### src/verilog/i2c_start_defs.svh
// Purpose: Constants of the start-control block.
// Assumes: 20 MHz reference clock, standard-mode bus timing.
// Notes:   Definitions only; included by bare name.
`ifndef I2C_START_DEFS_SVH
`define I2C_START_DEFS_SVH

// Register offsets (register port, 2-bit address)
`define BUS_CONTROL_0_ADDR      2'h0
`define BUS_FLAG_ADDR           2'h1
`define LINK_STATUS_ADDR        2'h2

// bus_control_0 fields
`define UNIT_ENABLE_BIT         7
`define EXIT_COMM_BIT           6
`define ACK_ENABLE_BIT          2
`define START_TRIGGER_BIT       1
`define STOP_TRIGGER_BIT        0

// bus_flag_register fields
`define START_FAILURE_BIT       7
`define BUS_BUSY_BIT            6
`define RESV_DISABLE_BIT        0

// link status fields
`define MASTER_BIT              7
`define ARB_LOST_BIT            6
`define WAITING_BIT             5
`define RESERVED_PEND_BIT       4

// Reset values
`define BUS_CONTROL_0_RST       8'h00
`define BUS_FLAG_RST            8'h00

// Timing, in ns, and derived cycle counts (least times round up)
`define CLK_PERIOD_NS           50
`define START_HOLD_NS           4000
`define RESTART_SETUP_NS        4700
`define BUS_FREE_NS             4700
`define START_HOLD_CYC   ((`START_HOLD_NS + `CLK_PERIOD_NS - 1) / `CLK_PERIOD_NS)
`define RESTART_SETUP_CYC ((`RESTART_SETUP_NS + `CLK_PERIOD_NS - 1) / `CLK_PERIOD_NS)
`define BUS_FREE_CYC     ((`BUS_FREE_NS + `CLK_PERIOD_NS - 1) / `CLK_PERIOD_NS)

`endif

### src/verilog/i2c_start_pkg.sv
// Purpose: Types shared by the start-control block and its helpers.
// Assumes: Constants live in i2c_start_defs.svh.
// Notes:   Nothing here is imported; users write i2c_start_pkg::name.
package i2c_start_pkg;

    // Sampled levels of the two bus lines
    typedef struct packed {
        logic scl;
        logic sda;
    } line_t;

    // Byte-engine view of the current acknowledge slot
    typedef struct packed {
        logic ack_slot;
        logic addr_phase;
        logic ext_code;
        logic addr_match;
    } ack_ctx_t;

    typedef enum logic [7:0] {
        ST_IDLE    = 8'h01,
        ST_RESERVE = 8'h02,
        ST_FREE    = 8'h04,
        ST_START   = 8'h08,
        ST_WAIT    = 8'h10,
        ST_RS_SDA  = 8'h20,
        ST_RS_SCL  = 8'h40,
        ST_RS_SET  = 8'h80
    } start_state_t;

    typedef struct packed {
        start_state_t st;
        logic [7:0]   cnt;
        logic         unit_en;
        logic         ack_en;
        logic         trig;
        logic         resv_dis;
        logic         fail;
        logic         arb_lost;
        logic         master;
        logic         start_oe;
        logic         scl_oe;
        logic         sda_oe;
        logic [7:0]   rdata;
    } ctl_t;

endpackage : i2c_start_pkg

### src/verilog/line_sync.sv
// Purpose: Two-flop synchroniser for the serial clock and data lines.
// Assumes: Lines are asynchronous to ref_clk; both idle high.
// Notes:   The first stage feeds only the second.
`timescale 1ns/1ps
`default_nettype none

module line_sync (
    // Clock and reset
    input  wire logic                  ref_clk,
    input  wire logic                  rst_b,
    // Raw and synchronised lines
    input  wire i2c_start_pkg::line_t  raw,
    output var  i2c_start_pkg::line_t  synced
);

    typedef struct packed {
        i2c_start_pkg::line_t meta;
        i2c_start_pkg::line_t stable;
    } sync_t;

    sync_t s_r;
    sync_t s_nxt;

    always_comb begin
        s_nxt.meta   = raw;
        s_nxt.stable = s_r.meta;
    end

    // Lines idle high, so reset to high to avoid a false start
    always_ff @(posedge ref_clk or negedge rst_b) begin
        if (!rst_b) begin
            s_r <= '1;
        end else begin
            s_r <= s_nxt;
        end
    end

    assign synced = s_r.stable;

endmodule : line_sync

`default_nettype wire

### src/verilog/bus_watch.sv
// Purpose: Detects start and stop conditions and tracks bus occupancy.
// Assumes: Inputs are already synchronised to ref_clk.
// Notes:   While enabled, busy follows any start, own or foreign, until a stop.
`timescale 1ns/1ps
`default_nettype none

module bus_watch (
    // Clock and reset
    input  wire logic                  ref_clk,
    input  wire logic                  rst_b,
    // Synchronised lines
    input  wire i2c_start_pkg::line_t  lines,
    input  wire logic                  enable,
    // Conditions
    output logic                       start_det,
    output logic                       stop_det,
    output logic                       busy
);

    typedef struct packed {
        logic sda_d;
        logic start_p;
        logic stop_p;
        logic busy;
    } watch_t;

    watch_t w_r;
    watch_t w_nxt;

    always_comb begin
        w_nxt         = w_r;
        w_nxt.sda_d   = lines.sda;
        w_nxt.start_p = enable && lines.scl && w_r.sda_d && !lines.sda;
        w_nxt.stop_p  = enable && lines.scl && !w_r.sda_d && lines.sda;
        if (!enable || w_nxt.stop_p) begin
            w_nxt.busy = 1'b0;
        end
        if (w_nxt.start_p) begin
            w_nxt.busy = 1'b1;
        end
    end

    always_ff @(posedge ref_clk or negedge rst_b) begin
        if (!rst_b) begin
            w_r <= 4'h8;
        end else begin
            w_r <= w_nxt;
        end
    end

    assign start_det = w_r.start_p;
    assign stop_det  = w_r.stop_p;
    assign busy      = w_r.busy;

endmodule : bus_watch

`default_nettype wire

### src/verilog/i2c_start_ctrl.sv
// Purpose: Start-condition trigger logic of an I2C controller with its register port.
// Assumes: A byte engine elsewhere reports acknowledge slots; lines are open drain.
// Notes:   Output enables high mean the line is pulled low.
//
// Behaviour
// - With the start trigger at 0 no start condition is produced.
// - Trigger set on a released bus pulls data low while clock is high.
// - Clock stays high for the start hold time before it is pulled low.
// - Busy bus, reservation enabled: start deferred until the bus frees.
// - Busy bus, reservation disabled: failure flag set, trigger cleared, no start.
// - Trigger set in master wait releases the wait then issues a repeated start.
// - Losing arbitration clears the start trigger.
// - The trigger clears itself once the start condition has been generated.
// - Writing 1 to exit communication clears the start trigger.
// - Unit enable at 0 holds the start trigger cleared.
// - Unit enable at 0 makes trigger and acknowledge enable inert on the bus.
// - Trigger is bit 1 of control register and always reads back 0.
// - Acknowledge enable is ignored in address transfer and for non-extension codes.
// - A matched slave address is acknowledged whenever the unit is enabled.
// - Reservation disable is flag register bit 0, start failure flag bit 7.
`timescale 1ns/1ps
`default_nettype none

`include "i2c_start_defs.svh"

module i2c_start_ctrl #(
    parameter int HOLD_CYC  = `START_HOLD_CYC,
    parameter int SETUP_CYC = `RESTART_SETUP_CYC,
    parameter int FREE_CYC  = `BUS_FREE_CYC
) (
    // Clock and reset
    input  wire logic                     ref_clk,
    input  wire logic                     rst_b,
    // Register port
    input  wire logic [1:0]               reg_addr,
    input  wire logic [7:0]               reg_wdata,
    input  wire logic                     reg_wr,
    input  wire logic                     reg_rd,
    output logic [7:0]                    reg_rdata,
    // Acknowledge context from the byte engine
    input  wire i2c_start_pkg::ack_ctx_t  ack_ctx,
    // Serial clock line
    input  wire logic                     serial_clock_line_in,
    output logic                          serial_clock_line_out,
    output logic                          serial_clock_line_oe,
    // Serial data line
    input  wire logic                     serial_data_line_in,
    output logic                          serial_data_line_out,
    output logic                          serial_data_line_oe
);

    ////////////////////////////////////////////////////////////////////////////////
    // Elaboration checks

    if (HOLD_CYC < 1 || HOLD_CYC > 255 || SETUP_CYC < 1 || SETUP_CYC > 255 ||
        FREE_CYC < 1 || FREE_CYC > 255) begin : g_bad_timing
        $error("timing counts out of 1..255");
    end

    ////////////////////////////////////////////////////////////////////////////////
    // Line sampling and bus watch

    i2c_start_pkg::line_t raw_lines;
    i2c_start_pkg::line_t lines;
    logic                 start_det;
    logic                 stop_det;
    logic                 busy;

    assign raw_lines.scl = serial_clock_line_in;
    assign raw_lines.sda = serial_data_line_in;

    line_sync u_sync (
        .ref_clk (ref_clk),
        .rst_b   (rst_b),
        .raw     (raw_lines),
        .synced  (lines)
    );

    i2c_start_pkg::ctl_t c_r;
    i2c_start_pkg::ctl_t c_nxt;

    bus_watch u_watch (
        .ref_clk   (ref_clk),
        .rst_b     (rst_b),
        .lines     (lines),
        .enable    (c_r.unit_en),
        .start_det (start_det),
        .stop_det  (stop_det),
        .busy      (busy)
    );

    ////////////////////////////////////////////////////////////////////////////////
    // Decode helpers

    function automatic logic wr_hit(input logic [1:0] a);
        wr_hit = reg_wr && (reg_addr == a);
    endfunction : wr_hit

    function automatic logic [7:0] cnt_of(input int n);
        cnt_of = 8'(n - 1);
    endfunction : cnt_of

    logic ctl_wr;
    logic flag_wr;
    logic exit_req;
    logic trig_req;
    logic foreign;
    logic ack_drive;

    always_comb begin
        ctl_wr   = wr_hit(`BUS_CONTROL_0_ADDR);
        flag_wr  = wr_hit(`BUS_FLAG_ADDR);
        exit_req = ctl_wr && reg_wdata[`EXIT_COMM_BIT];
        // A write that also asks for a stop is not taken as a start request
        trig_req = ctl_wr && reg_wdata[`START_TRIGGER_BIT] && !reg_wdata[`STOP_TRIGGER_BIT]
                   && reg_wdata[`UNIT_ENABLE_BIT];
        foreign  = busy && !c_r.master;
        // Matched address acknowledged when unit enabled; enable counts only for extension data
        ack_drive = c_r.unit_en && ack_ctx.ack_slot &&
                    (ack_ctx.addr_match ||
                     (c_r.ack_en && !ack_ctx.addr_phase && ack_ctx.ext_code));
    end

    ////////////////////////////////////////////////////////////////////////////////
    // Next state

    always_comb begin
        c_nxt = c_r;

        // Register writes
        if (ctl_wr) begin
            c_nxt.unit_en = reg_wdata[`UNIT_ENABLE_BIT];
            c_nxt.ack_en  = reg_wdata[`ACK_ENABLE_BIT];
        end
        if (flag_wr) begin
            c_nxt.resv_dis = reg_wdata[`RESV_DISABLE_BIT];
        end
        if (trig_req) begin
            c_nxt.trig     = 1'b1;
            c_nxt.fail     = 1'b0;
            c_nxt.arb_lost = 1'b0;
        end

        // A foreign stop ends any mastership we thought we held
        if (stop_det && !c_r.start_oe && !c_r.scl_oe) begin
            c_nxt.master = 1'b0;
        end

        if (c_r.cnt != 8'h00) begin
            c_nxt.cnt = c_r.cnt - 8'h01;
        end

        unique case (c_r.st)
            i2c_start_pkg::ST_IDLE: begin
                c_nxt.start_oe = 1'b0;
                c_nxt.scl_oe   = 1'b0;
                if (c_r.trig) begin
                    if (foreign) begin
                        if (c_r.resv_dis) begin
                            c_nxt.fail = 1'b1;
                            c_nxt.trig = 1'b0;
                        end else begin
                            c_nxt.st = i2c_start_pkg::ST_RESERVE;
                        end
                    end else if (lines.scl && lines.sda) begin
                        c_nxt.start_oe = 1'b1;
                        c_nxt.cnt      = cnt_of(HOLD_CYC);
                        c_nxt.st       = i2c_start_pkg::ST_START;
                    end
                end
            end
            i2c_start_pkg::ST_RESERVE: begin
                if (!busy) begin
                    c_nxt.cnt = cnt_of(FREE_CYC);
                    c_nxt.st  = i2c_start_pkg::ST_FREE;
                end
            end
            i2c_start_pkg::ST_FREE: begin
                // Someone else may grab the bus during the free time
                if (busy) begin
                    c_nxt.st = i2c_start_pkg::ST_RESERVE;
                end else if (c_r.cnt == 8'h00 && lines.scl && lines.sda) begin
                    c_nxt.start_oe = 1'b1;
                    c_nxt.cnt      = cnt_of(HOLD_CYC);
                    c_nxt.st       = i2c_start_pkg::ST_START;
                end
            end
            i2c_start_pkg::ST_START: begin
                c_nxt.start_oe = 1'b1;
                if (c_r.cnt == 8'h00) begin
                    c_nxt.scl_oe = 1'b1;
                    c_nxt.master = 1'b1;
                    c_nxt.trig   = 1'b0;
                    c_nxt.st     = i2c_start_pkg::ST_WAIT;
                end
            end
            i2c_start_pkg::ST_WAIT: begin
                if (c_r.trig) begin
                    // Let data rise while the clock is still held low
                    c_nxt.start_oe = 1'b0;
                    c_nxt.cnt      = cnt_of(SETUP_CYC);
                    c_nxt.st       = i2c_start_pkg::ST_RS_SDA;
                end else if (!c_r.master) begin
                    c_nxt.scl_oe = 1'b0;
                    c_nxt.st     = i2c_start_pkg::ST_IDLE;
                end
            end
            i2c_start_pkg::ST_RS_SDA: begin
                if (c_r.cnt == 8'h00) begin
                    c_nxt.scl_oe = 1'b0;
                    c_nxt.st     = i2c_start_pkg::ST_RS_SCL;
                end
            end
            i2c_start_pkg::ST_RS_SCL: begin
                // A slave may stretch the clock; wait for it to read high
                if (lines.scl) begin
                    c_nxt.cnt = cnt_of(SETUP_CYC);
                    c_nxt.st  = i2c_start_pkg::ST_RS_SET;
                end
            end
            i2c_start_pkg::ST_RS_SET: begin
                if (!lines.sda) begin
                    c_nxt.arb_lost = 1'b1;
                    c_nxt.trig     = 1'b0;
                    c_nxt.master   = 1'b0;
                    c_nxt.st       = i2c_start_pkg::ST_IDLE;
                end else if (c_r.cnt == 8'h00) begin
                    c_nxt.start_oe = 1'b1;
                    c_nxt.cnt      = cnt_of(HOLD_CYC);
                    c_nxt.st       = i2c_start_pkg::ST_START;
                end
            end
        endcase

        // Leaving communication drops the start and clock drives; an acknowledge drive stays
        if (exit_req) begin
            c_nxt.trig     = 1'b0;
            c_nxt.master   = 1'b0;
            c_nxt.start_oe = 1'b0;
            c_nxt.scl_oe   = 1'b0;
            c_nxt.st       = i2c_start_pkg::ST_IDLE;
        end

        // Disabled unit: nothing may reach the bus
        if (!c_nxt.unit_en) begin
            c_nxt.trig     = 1'b0;
            c_nxt.fail     = 1'b0;
            c_nxt.master   = 1'b0;
            c_nxt.start_oe = 1'b0;
            c_nxt.scl_oe   = 1'b0;
            c_nxt.st       = i2c_start_pkg::ST_IDLE;
        end

        c_nxt.sda_oe = c_nxt.start_oe || ack_drive;

        // Read data, valid the cycle after the strobe
        c_nxt.rdata = 8'h00;
        if (reg_rd) begin
            unique case (reg_addr)
                `BUS_CONTROL_0_ADDR: begin
                    // Trigger and self-clearing bits always read as zero
                    c_nxt.rdata[`UNIT_ENABLE_BIT] = c_r.unit_en;
                    c_nxt.rdata[`ACK_ENABLE_BIT]  = c_r.ack_en;
                end
                `BUS_FLAG_ADDR: begin
                    c_nxt.rdata[`START_FAILURE_BIT] = c_r.fail;
                    c_nxt.rdata[`BUS_BUSY_BIT]      = busy;
                    c_nxt.rdata[`RESV_DISABLE_BIT]  = c_r.resv_dis;
                end
                `LINK_STATUS_ADDR: begin
                    c_nxt.rdata[`MASTER_BIT]        = c_r.master;
                    c_nxt.rdata[`ARB_LOST_BIT]      = c_r.arb_lost;
                    c_nxt.rdata[`WAITING_BIT]       = (c_r.st == i2c_start_pkg::ST_WAIT);
                    c_nxt.rdata[`RESERVED_PEND_BIT] =
                        (c_r.st == i2c_start_pkg::ST_RESERVE) ||
                        (c_r.st == i2c_start_pkg::ST_FREE);
                end
                default: begin
                    c_nxt.rdata = 8'h00;
                end
            endcase
        end
    end

    ////////////////////////////////////////////////////////////////////////////////
    // State register

    always_ff @(posedge ref_clk or negedge rst_b) begin
        if (!rst_b) begin
            c_r          <= '0;
            c_r.st       <= i2c_start_pkg::ST_IDLE;
            c_r.unit_en  <= 1'(`BUS_CONTROL_0_RST >> `UNIT_ENABLE_BIT);
            c_r.trig     <= 1'b0;
            c_r.resv_dis <= 1'(`BUS_FLAG_RST >> `RESV_DISABLE_BIT);
        end else begin
            c_r <= c_nxt;
        end
    end

    ////////////////////////////////////////////////////////////////////////////////
    // Outputs (open drain: only ever pull low)

    logic scl_low_r;
    logic sda_low_r;

    always_ff @(posedge ref_clk or negedge rst_b) begin
        if (!rst_b) begin
            scl_low_r <= 1'b0;
            sda_low_r <= 1'b0;
        end else begin
            scl_low_r <= 1'b0;
            sda_low_r <= 1'b0;
        end
    end

    assign reg_rdata             = c_r.rdata;
    assign serial_clock_line_out = scl_low_r;
    assign serial_clock_line_oe  = c_r.scl_oe;
    assign serial_data_line_out  = sda_low_r;
    assign serial_data_line_oe   = c_r.sda_oe;

endmodule : i2c_start_ctrl

`default_nettype wire

### config.mk
export PLATFORM = sky130hd
export DESIGN_NAME = i2c_start_ctrl
export DESIGN_NICKNAME = d
export VERILOG_FILES = /design/src/verilog/i2c_start_pkg.sv /design/src/verilog/line_sync.sv /design/src/verilog/bus_watch.sv /design/src/verilog/i2c_start_ctrl.sv
export VERILOG_INCLUDE_DIRS = /design/src /design/src/verilog
export SDC_FILE = /design/constraint.sdc
export NUM_CORES = 1
export LEC_CHECK = 0
export BUFFER_PORTS_ARGS = -buffer_cell sky130_fd_sc_hd__buf_4
export CAP_MARGIN = 20
export CELL_PAD_IN_SITES_DETAIL_PLACEMENT = 0
export CELL_PAD_IN_SITES_GLOBAL_PLACEMENT = 1
export CORE_MARGIN = 3
export CORE_UTILIZATION = 47
export DETAILED_ROUTE_END_ITERATION = 7
export HOLD_SLACK_MARGIN = 0.1
export PLACE_DENSITY_LB_ADDON = 0.1
export SYNTH_ARGS = -nofsm -noshare
export SYNTH_HDL_FRONTEND = slang
export SYNTH_SLANG_ARGS = --single-unit
### constraint.sdc
create_clock -name ref_clk -period 3.85 [get_ports ref_clk]
set_clock_uncertainty 0.1 [all_clocks]
set_input_delay 0.5775 -clock ref_clk [delete_from_list [all_inputs] [get_ports ref_clk]]
set_output_delay 0.5775 -clock ref_clk [all_outputs]
set_load 0.01 [all_outputs]
### After elaboration in Yosys (flattened, before gate mapping)

Cells that the tools add are included.

* flip-flop bits (word level): 41
* input bits: 20
* output and inout bits: 12
* word-level logic and storage cells: 151

* $add $sub $neg: 1
* equality and inequality tests: 23
* multiplexer cells: 68
* reductions and logical operators: 39

Operators with widths (count)
* 8-bit two-way mux: 16
* 16-bit two-way mux: 6
* 8-bit case mux with 8 select lines: 1
* 8-bit case mux with 6 select lines: 1
* 1-bit two-way mux: 32
* 4-bit inequality test, second input constant: 6
* 1-bit logical AND: 21
* 5-bit inequality test, second input constant: 4
* 10-bit AND reduction: 1
* 8-bit by 1-bit == test with 1-bit output, second input constant: 1
* 8-bit by 2-bit == test with 1-bit output, second input constant: 1
* 8-bit by 3-bit == test with 1-bit output, second input constant: 1
* 8-bit by 4-bit == test with 1-bit output, second input constant: 1
* 8-bit by 5-bit == test with 1-bit output, second input constant: 1
* 8-bit by 6-bit == test with 1-bit output, second input constant: 1
* 8-bit by 7-bit == test with 1-bit output, second input constant: 1
* 8-bit == test, second input constant: 1
* 1-bit zero test: 8
* 8-bit zero test: 1
* 2-bit two-way mux: 4
* 8-bit nonzero test: 1
* 8-bit by 1-bit subtractor with 8-bit output, second input constant: 1
* 3-bit two-way mux: 2
* 6-bit by 1-bit inequality test with 1-bit output, second input constant: 1
* other kinds (12): 17

### Logic depth before layout (Yosys ltp)

Gate-level depths: netlist (run 1).

* depth after elaboration: 12
* mapped depth: 9
* depth with buffers taken out: 9

### Modules after synthesis

From an unflattened synthesis (run 1), not the netlist that was laid out.

* cells, all modules: 261
* area total of the unflattened synthesis: 2407.3 sq um

Modules (own cells, without submodules)
* i2c_start_ctrl: instances 1, cells each 246, area each 2150.8 sq um, sequential area each 802.0 sq um
* bus_watch: instances 1, cells each 11, area each 151.4 sq um, sequential area each 101.3 sq um
* line_sync: instances 1, cells each 4, area each 105.1 sq um, sequential area each 105.1 sq um

### Least setup slack after synthesis (run 1)

No wires, ideal clock.

* path kind: flip-flop to flip-flop
* start point: reg c_r[22] in the netlist's numbering
* end point: reg c_r[26] in the netlist's numbering
* setup time: 75 ps
* arrival time: 1855 ps
* required time: 3675 ps
* slack: 1820 ps
* stages on the path, launching flop included: 6
* period minus slack after synthesis: 2030 ps
* path through: dfrtp_1 > or4_4 > nor3b_4 > a32oi_2 > a2111oi_4 > mux2i_1

* cells in the longest elaborated chain, start to end: 5
* elaborated cells on any way between the ends: 8
* classes of those cells: eq/ne: 4; reduce/logical: 4

RTL lines
* from (decl): line i2c_start_ctrl.sv:79 `i2c_start_pkg::ctl_t c_r;`
* from (signal assigned): line i2c_start_ctrl.sv:296 `c_r <= c_nxt;`
* 8-bit zero test *
* 1-bit logical AND (2 in series): line i2c_start_ctrl.sv:182 `end else if (c_r.cnt == 8'h00 && lines.scl && lines.sda) begin`
* 5-bit by 4-bit inequality test with 1-bit output (no source line)
* 10-bit AND reduction (no source line) *

Mark *: on every way between the ends. The rest lies on a longest branch, timed or not.
A chain may end at the register's enable or synchronous reset.

==> impl_metrics.toml, run 1 <==
[synth]
async_flop_share_pct = 100
yosysSeqAreaShare_pct = 44.7
netlist-cell-type-count = 54
netlist_area_um2 = 2200
synth_area_leader_cell = "dfrtp_1"
synth_area_leaders = "dfrtp_1 (38%), dfstp_2 (7.2%), nor2_1 (4.3%)"
synthFlopType = "dfrtp_1"
netlist_top_cells_count = "dfrtp_1 (33), nor2_1 (25), nand2_1 (20), buf_4 (10), inv_1 (10)"
netlist_instances = 227
synth.most_common_cell = "dfrtp_1"
synth_warnings = 0
synth_seq_cells = 39
synth_edf_count = 0
syn_area_per_cell_um2 = 9.70
post-synth-top-area-fraction_pct = 37.5

[worst_setup_path]
worstPathMaxFanout = 14
cpPeakStageDelay_ns = 0.57
crit_chain = "or4_4 -> nor3b_4 -> inv_1 -> a21oi_2 -> nor4_1 -> o22ai_1"
cp-startpoint = "c_r[22]$_DFF_PN0_"
rr_startpoint = "c_r[22]$_DFF_PN0_"
cp_slowest_cell = "or4_4"
cp-start-kind = "flip-flop"
crit_family = "simple AND/OR/NAND/NOR gates"
critPathRequiredTime_ns = 3.95
worst-path-buf-inv = 1
cp_data_arrival_time_ns = 2.67
crit_type = "reg -> reg"
crit_path_end_kind = "flip-flop"

[routing]
via_per_inst = 5.79
wl_per_cell_um = 16.0
route.detailed.drc = 0
ant_nets = 0
dr_total_vias = 1732
drt_iter0_drc = 93
firstDrtPassIters = 4
wl_um = 4770

[global_route]
grtUsageTotal_pct = 19.6
antenna_found_initial = 0
grt_max_degree = 40
grt.overflow.total = 0
grt_pass1_vias = 1676
grt_pass1_wl_um = 8150

[clock_tree]
clk_pin_slew_ns = 0.07
post_cts_buffers = 0
ctsResizeCount = 0
htreeDepth = 2
cts_tree = "done"
clock_latency_ns = 0.29
cts_buffer_depth = 2
hold_buffers = 0
cts_inserted_buffers = 5
cts_sinks = 39
ctsRootBufferMaster = "clkbuf_8"

[floorplan]
coreArea_um2 = 4440
fp.dieW_um = 74.4
ios = 32
dieHeight_um = 74.4
initial_core_util_pct = 49.5
dieArea_um2 = 5540
std_cell_rows = 24

[cells_and_area]
fillCellCount = 403
area_delta_synth_final_pct = 11.0
insertedDiodeCount = 0
drive_gt1_share_pct = 19.0
fin_util_pct = 55.0
fin_area_um2 = 2440
nets = 273

[hold_path]
hold_path.class = "in -> async"

[sta]
final-setup-viol-count = 0
period_needed_ns = 2.56
setup_tns_ns = 0
rsz0062_at_grt = "false"
worst-slew-pin-transition_ns = 0.631
hold_viol = 0
maxSlewViolCount = 0
relSlewSlack_pct = 57.9
fin_crit_sh_pct = 66.6
fmax_ghz = 0.390
whs_ns = 0.148

[placement]
place_hpwl_um = 3460
numPortBuffers = 24
place.gp.congestion = 0.880
dpl-instance-area_um2 = 2360

[power]
power_mw = 1.03
leakage_nw = 1.10
vdd_drop_max_mv = 0.172
powerDensity_nw_per_um2 = 422

[flow_run]
drv_cap = 0

[status]
outcome = "completed"
-- sequential cells by signal, summed over array words and instances, names as in the netlist --
register,count
c_r,24
reg_rdata,6
serial_clock_line_oe,1
serial_data_line_oe,1
u_sync.s_nxt,2
u_sync.synced,2
u_watch.busy,1
u_watch.stop_det,1
u_watch.w_r,1
-- path summary, 6_finish.rpt --
check	to	slack (ns)	cells after the start
max in group asynchronous	u_watch.w_r[3]$_DFF_PN1_	3.13	1
max reg2reg	serial_data_line_oe$_DFF_PN0_	1.29	6
max	serial_data_line_oe$_DFF_PN0_	1.29	6
min	c_r[24]$_DFF_PN0_	0.15	1
min in group ref_clk	u_sync.synced[1]$_DFF_PN1_	0.26	0
min reg2reg	u_sync.synced[1]$_DFF_PN1_	0.26	0
-- placed cells by master (no fill, tap or decap), drive strengths merged, types with 6 or more instances in the layout --
master / synthesis / routed
nor3: 8 / 8
buf: 11 / 24
ha: 7 / 7
dfstp: 6 / 6
nor2: 25 / 25
clkbuf: 4 / 7
nor2b: 6 / 6
a21oi: 9 / 9
dfrtp: 33 / 33
nand3: 8 / 8
nand4: 7 / 7
o21ai: 7 / 7
nand2: 20 / 20
inv: 10 / 10
-- layer usage --
| metal | routed length, µm | global-route usage (%) | share of wire (%) |
|---|---|---|---|
| met1 | 2350 | 28.4 | 49 |
| met5 | 0 | 0 | 0 |
| met2 | 2130 | 28.4 | 45 |
| met3 | 196 | 4.59 | 4.1 |
| met4 | 97 | 7.11 | 2.0 |
-- area by class of cell --
cell class | instances | area, µm² | share of cell area [%]
Clock buffer | 7 | 76.3 | 3.12
Tap cell | 52 | 65.1 | 2.66
Clock inverter | 1 | 5.00 | 0.205
Multi-Input combinational cell | 166 | 1100 | 44.9
Inverter | 10 | 37.5 | 1.54
Sequential cell | 39 | 983 | 40.2
Timing Repair Buffer | 24 | 180 | 7.37
-- cell families after synthesis --
kind of cell / synth area share [%]
AND/OR/NAND/NOR: 26.8
AO/OA/AOI/OAI: 13.9
flip-flops: 44.7
buffers and inverters: 6.03
adder cells (fa/ha/maj): 3.98
multiplexers: 2.84
XOR/XNOR: 1.59
other: 0.170
-- report_power, final --
part | switching [mW] | internal (mW)
combinational | 0.110 | 0.118
clock | 0.140 | 0.127
sequential | 0.0688 | 0.468
-- worst reg2reg max path, delay by kind of cell (launching register included) --
family                 cells  cell delay, ns
and+or+nand+nor            3            1.26
AOI/OAI and AO/OA          2            0.47
DFF                        1            0.42
buffers and inverters      1            0.22
-- metrics by stage --
stage | setup slack (ns) | cells
2_1_floorplan | 1.82 | 230
5_1_grt | 1.14 | 299
6_report | 1.29 | 299
3_3_place_gp | 1.33 | 291
4_1_cts | 1.27 | 299
3_5_place_dp | 1.31 | 291
Power figures use the tool's default switching activity.
==> run 2, diff against run 1 <==
--- a/config.mk
+++ b/config.mk
@@ -11,7 +11,7 @@
 export CELL_PAD_IN_SITES_DETAIL_PLACEMENT = 0
 export CELL_PAD_IN_SITES_GLOBAL_PLACEMENT = 1
 export CORE_MARGIN = 3
-export CORE_UTILIZATION = 47
+export CORE_UTILIZATION = 44
 export DETAILED_ROUTE_END_ITERATION = 7
 export HOLD_SLACK_MARGIN = 0.1
 export PLACE_DENSITY_LB_ADDON = 0.1
==> constraint.sdc (replaced) <==
create_clock -name ref_clk -period 2.7 [get_ports ref_clk]
set_clock_uncertainty 0.1 [all_clocks]
set_input_delay 0.405 -clock ref_clk [delete_from_list [all_inputs] [get_ports ref_clk]]
set_output_delay 0.405 -clock ref_clk [all_outputs]
set_load 0.01 [all_outputs]
==> run 2 against run 1 <==
- clock power increased by 45%
- die area increased by 6.3%
- sequential cell count unchanged
- sequential power increased by 42%
- critical path depth decreased by 1
- clock-buffer cell count decreased by 1
- non-clock buffer count increased by 5
- worst hold slack got worse by 0.030 ns
- combinational power increased by 48%
- critical endpoint unchanged
- global-route usage decreased by 2.7 points
- via count decreased by 1.3%
- largest cell class unchanged
- register-to-register slack got worse by 0.89 ns
==> impl_metrics.toml, run 2 (same netlist as run 1, synthesis figures left out) <==
[cells_and_area]
nets = 278
area_delta_synth_final_pct = 14.0
layout_common_cells = "dfrtp_1 (33), buf_4 (27), nor2_1 (25)"
fillCellCount = 471
fin_util_pct = 52.4
insertedDiodeCount = 0
final_common_cell = "dfrtp_1"
regMostFlops = "c_r"
largest_reg_flops = 24
drive_gt1_share_pct = 20.2

[worst_setup_path]
crit_path_end_kind = "flip-flop"
cp-startpoint = "c_r[27]$_DFFE_PN0P_"
cp-start-kind = "flip-flop"
worst-r2r-setup-slack_ns = 0.39
worstPathMaxFanout = 10
reg2reg_to = "serial_data_line_oe$_DFF_PN0_"
ff2ff_path_depth = 5
cp_data_arrival_time_ns = 2.37
crit_type = "reg -> reg"
critPathRequiredTime_ns = 2.76
rr_startpoint = "c_r[27]$_DFFE_PN0P_"

[global_route]
grt_pass1_wl_um = 7870
antenna_found_initial = 0
grt_pass1_vias = 1648
grtUsageTotal_pct = 16.9
grt.overflow.total = 0
grt_max_degree = 40

[sta]
worst-slew-pin-transition_ns = 0.530
whs_ns = 0.118
rsz0062_at_grt = "false"
setup_slack_ns = 0.393
hold_viol = 0
fmax_ghz = 0.433
fin_crit_sh_pct = 85.5
setup_tns_ns = 0
relSlewSlack_pct = 64.4
period_needed_ns = 2.31
final-setup-viol-count = 0
maxSlewViolCount = 0

[clock_tree]
cts_tree = "done"
cts_sinks = 39
htreeDepth = 2
ctsRootBufferMaster = "clkbuf_8"
cts_buffer_depth = 2
clock_latency_ns = 0.30
ctsResizeCount = 0
cts_inserted_buffers = 5
clk_pin_slew_ns = 0.08

[routing]
wl_um = 4780
ant_nets = 0
dr_total_vias = 1709
highest_layer = "met4"
firstDrtPassIters = 4
wl_met2_um = 2200
wl_met3_um = 194
wl_per_cell_um = 15.0
route.detailed.drc = 0
drt_iter0_drc = 57
met1_length_um = 2340
via_per_inst = 5.36

[floorplan]
ios = 32
std_cell_rows = 25
coreArea_um2 = 4790
dieHeight_um = 76.7
fp.dieW_um = 76.7
dieArea_um2 = 5890
initial_core_util_pct = 46.0

[placement]
numPortBuffers = 24
pre_cts_ws_ns = 0.434
place_hpwl_um = 3600
place.gp.congestion = 0.814

[status]
outcome = "completed"

[hold_path]
hold_start = "serial_clock_line_in"
hold_path_depth = 1
hold_path.class = "in -> reg"
min_to = "u_sync.s_nxt[1]$_DFF_PN1_"

[power]
leakage_nw = 1.12
power_mw = 1.48
vdd_drop_max_mv = 0.296
powerDensity_nw_per_um2 = 591

[flow_run]
drv_cap = 0
## run 2: cell count changes in the layout (fill, tap and decap cells not counted)
cell           change
clkinvlp_4         +1
clkbuf_1           -1
dlygate4sd3_1      +2
buf_4              +3
## run 2: report_power, final
part	total (mW)	switching [mW]	internal (mW)	leakage, nW
sequential	0.761	0.0942	0.667	0.501
combinational	0.335	0.161	0.173	0.582
clock	0.387	0.207	0.181	0.0412
total	1.48	0.463	1.02	1.12
## run 2: worst max-delay path by stage
stage / to / depth (start not counted)
after floorplan: c_r[26]$_DFFE_PN1P_ / 5
after global placement: c_r[27]$_DFFE_PN0P_ / 5
after global routing: serial_data_line_oe$_DFF_PN0_ / 5
final: serial_data_line_oe$_DFF_PN0_ / 5
after CTS: c_r[27]$_DFFE_PN0P_ / 5
after detailed placement: c_r[27]$_DFFE_PN0P_ / 5
## run 2: final cells by class
cell class / count / area [µm²] / share of cell area [%]
Multi-Input combinational cell: 166 / 1100 / 43.7
Sequential cell: 39 / 983 / 39.2
Timing Repair Buffer: 29 / 223 / 8.88
Tap cell: 67 / 83.8 / 3.34
Clock buffer: 6 / 72.6 / 2.89
Inverter: 10 / 37.5 / 1.50
Clock inverter: 2 / 12.5 / 0.499
## run 2: critical path, stage by stage (launching register included)
cell	delay (ns)
dfrtp_1	0.45
nor4_4	0.54
nand3_1	0.31
o211a_1	0.29
nor4_1	0.34
o22ai_1	0.13
## run 2: per-stage QoR
step | instances | cell area (µm²)
3_3_place_gp | 309 | 2400
4_1_cts | 318 | 2500
3_5_place_dp | 309 | 2400
5_1_grt | 319 | 2510
6_report | 319 | 2510
2_1_floorplan | 230 | 2210
## run 2: timing repair
item | CTS | global route
hold endpoints to repair | 33 | 1
hold buffers | 1 | 1
setup buffers | 0 | 0
## run 2: per-layer routing
layer  up-vias  global-route usage [%]
met2        34                    26.2
met3         6                    4.23
met5         -                       0
li1        854                       -
met4         0                    4.53
met1       815                    23.4
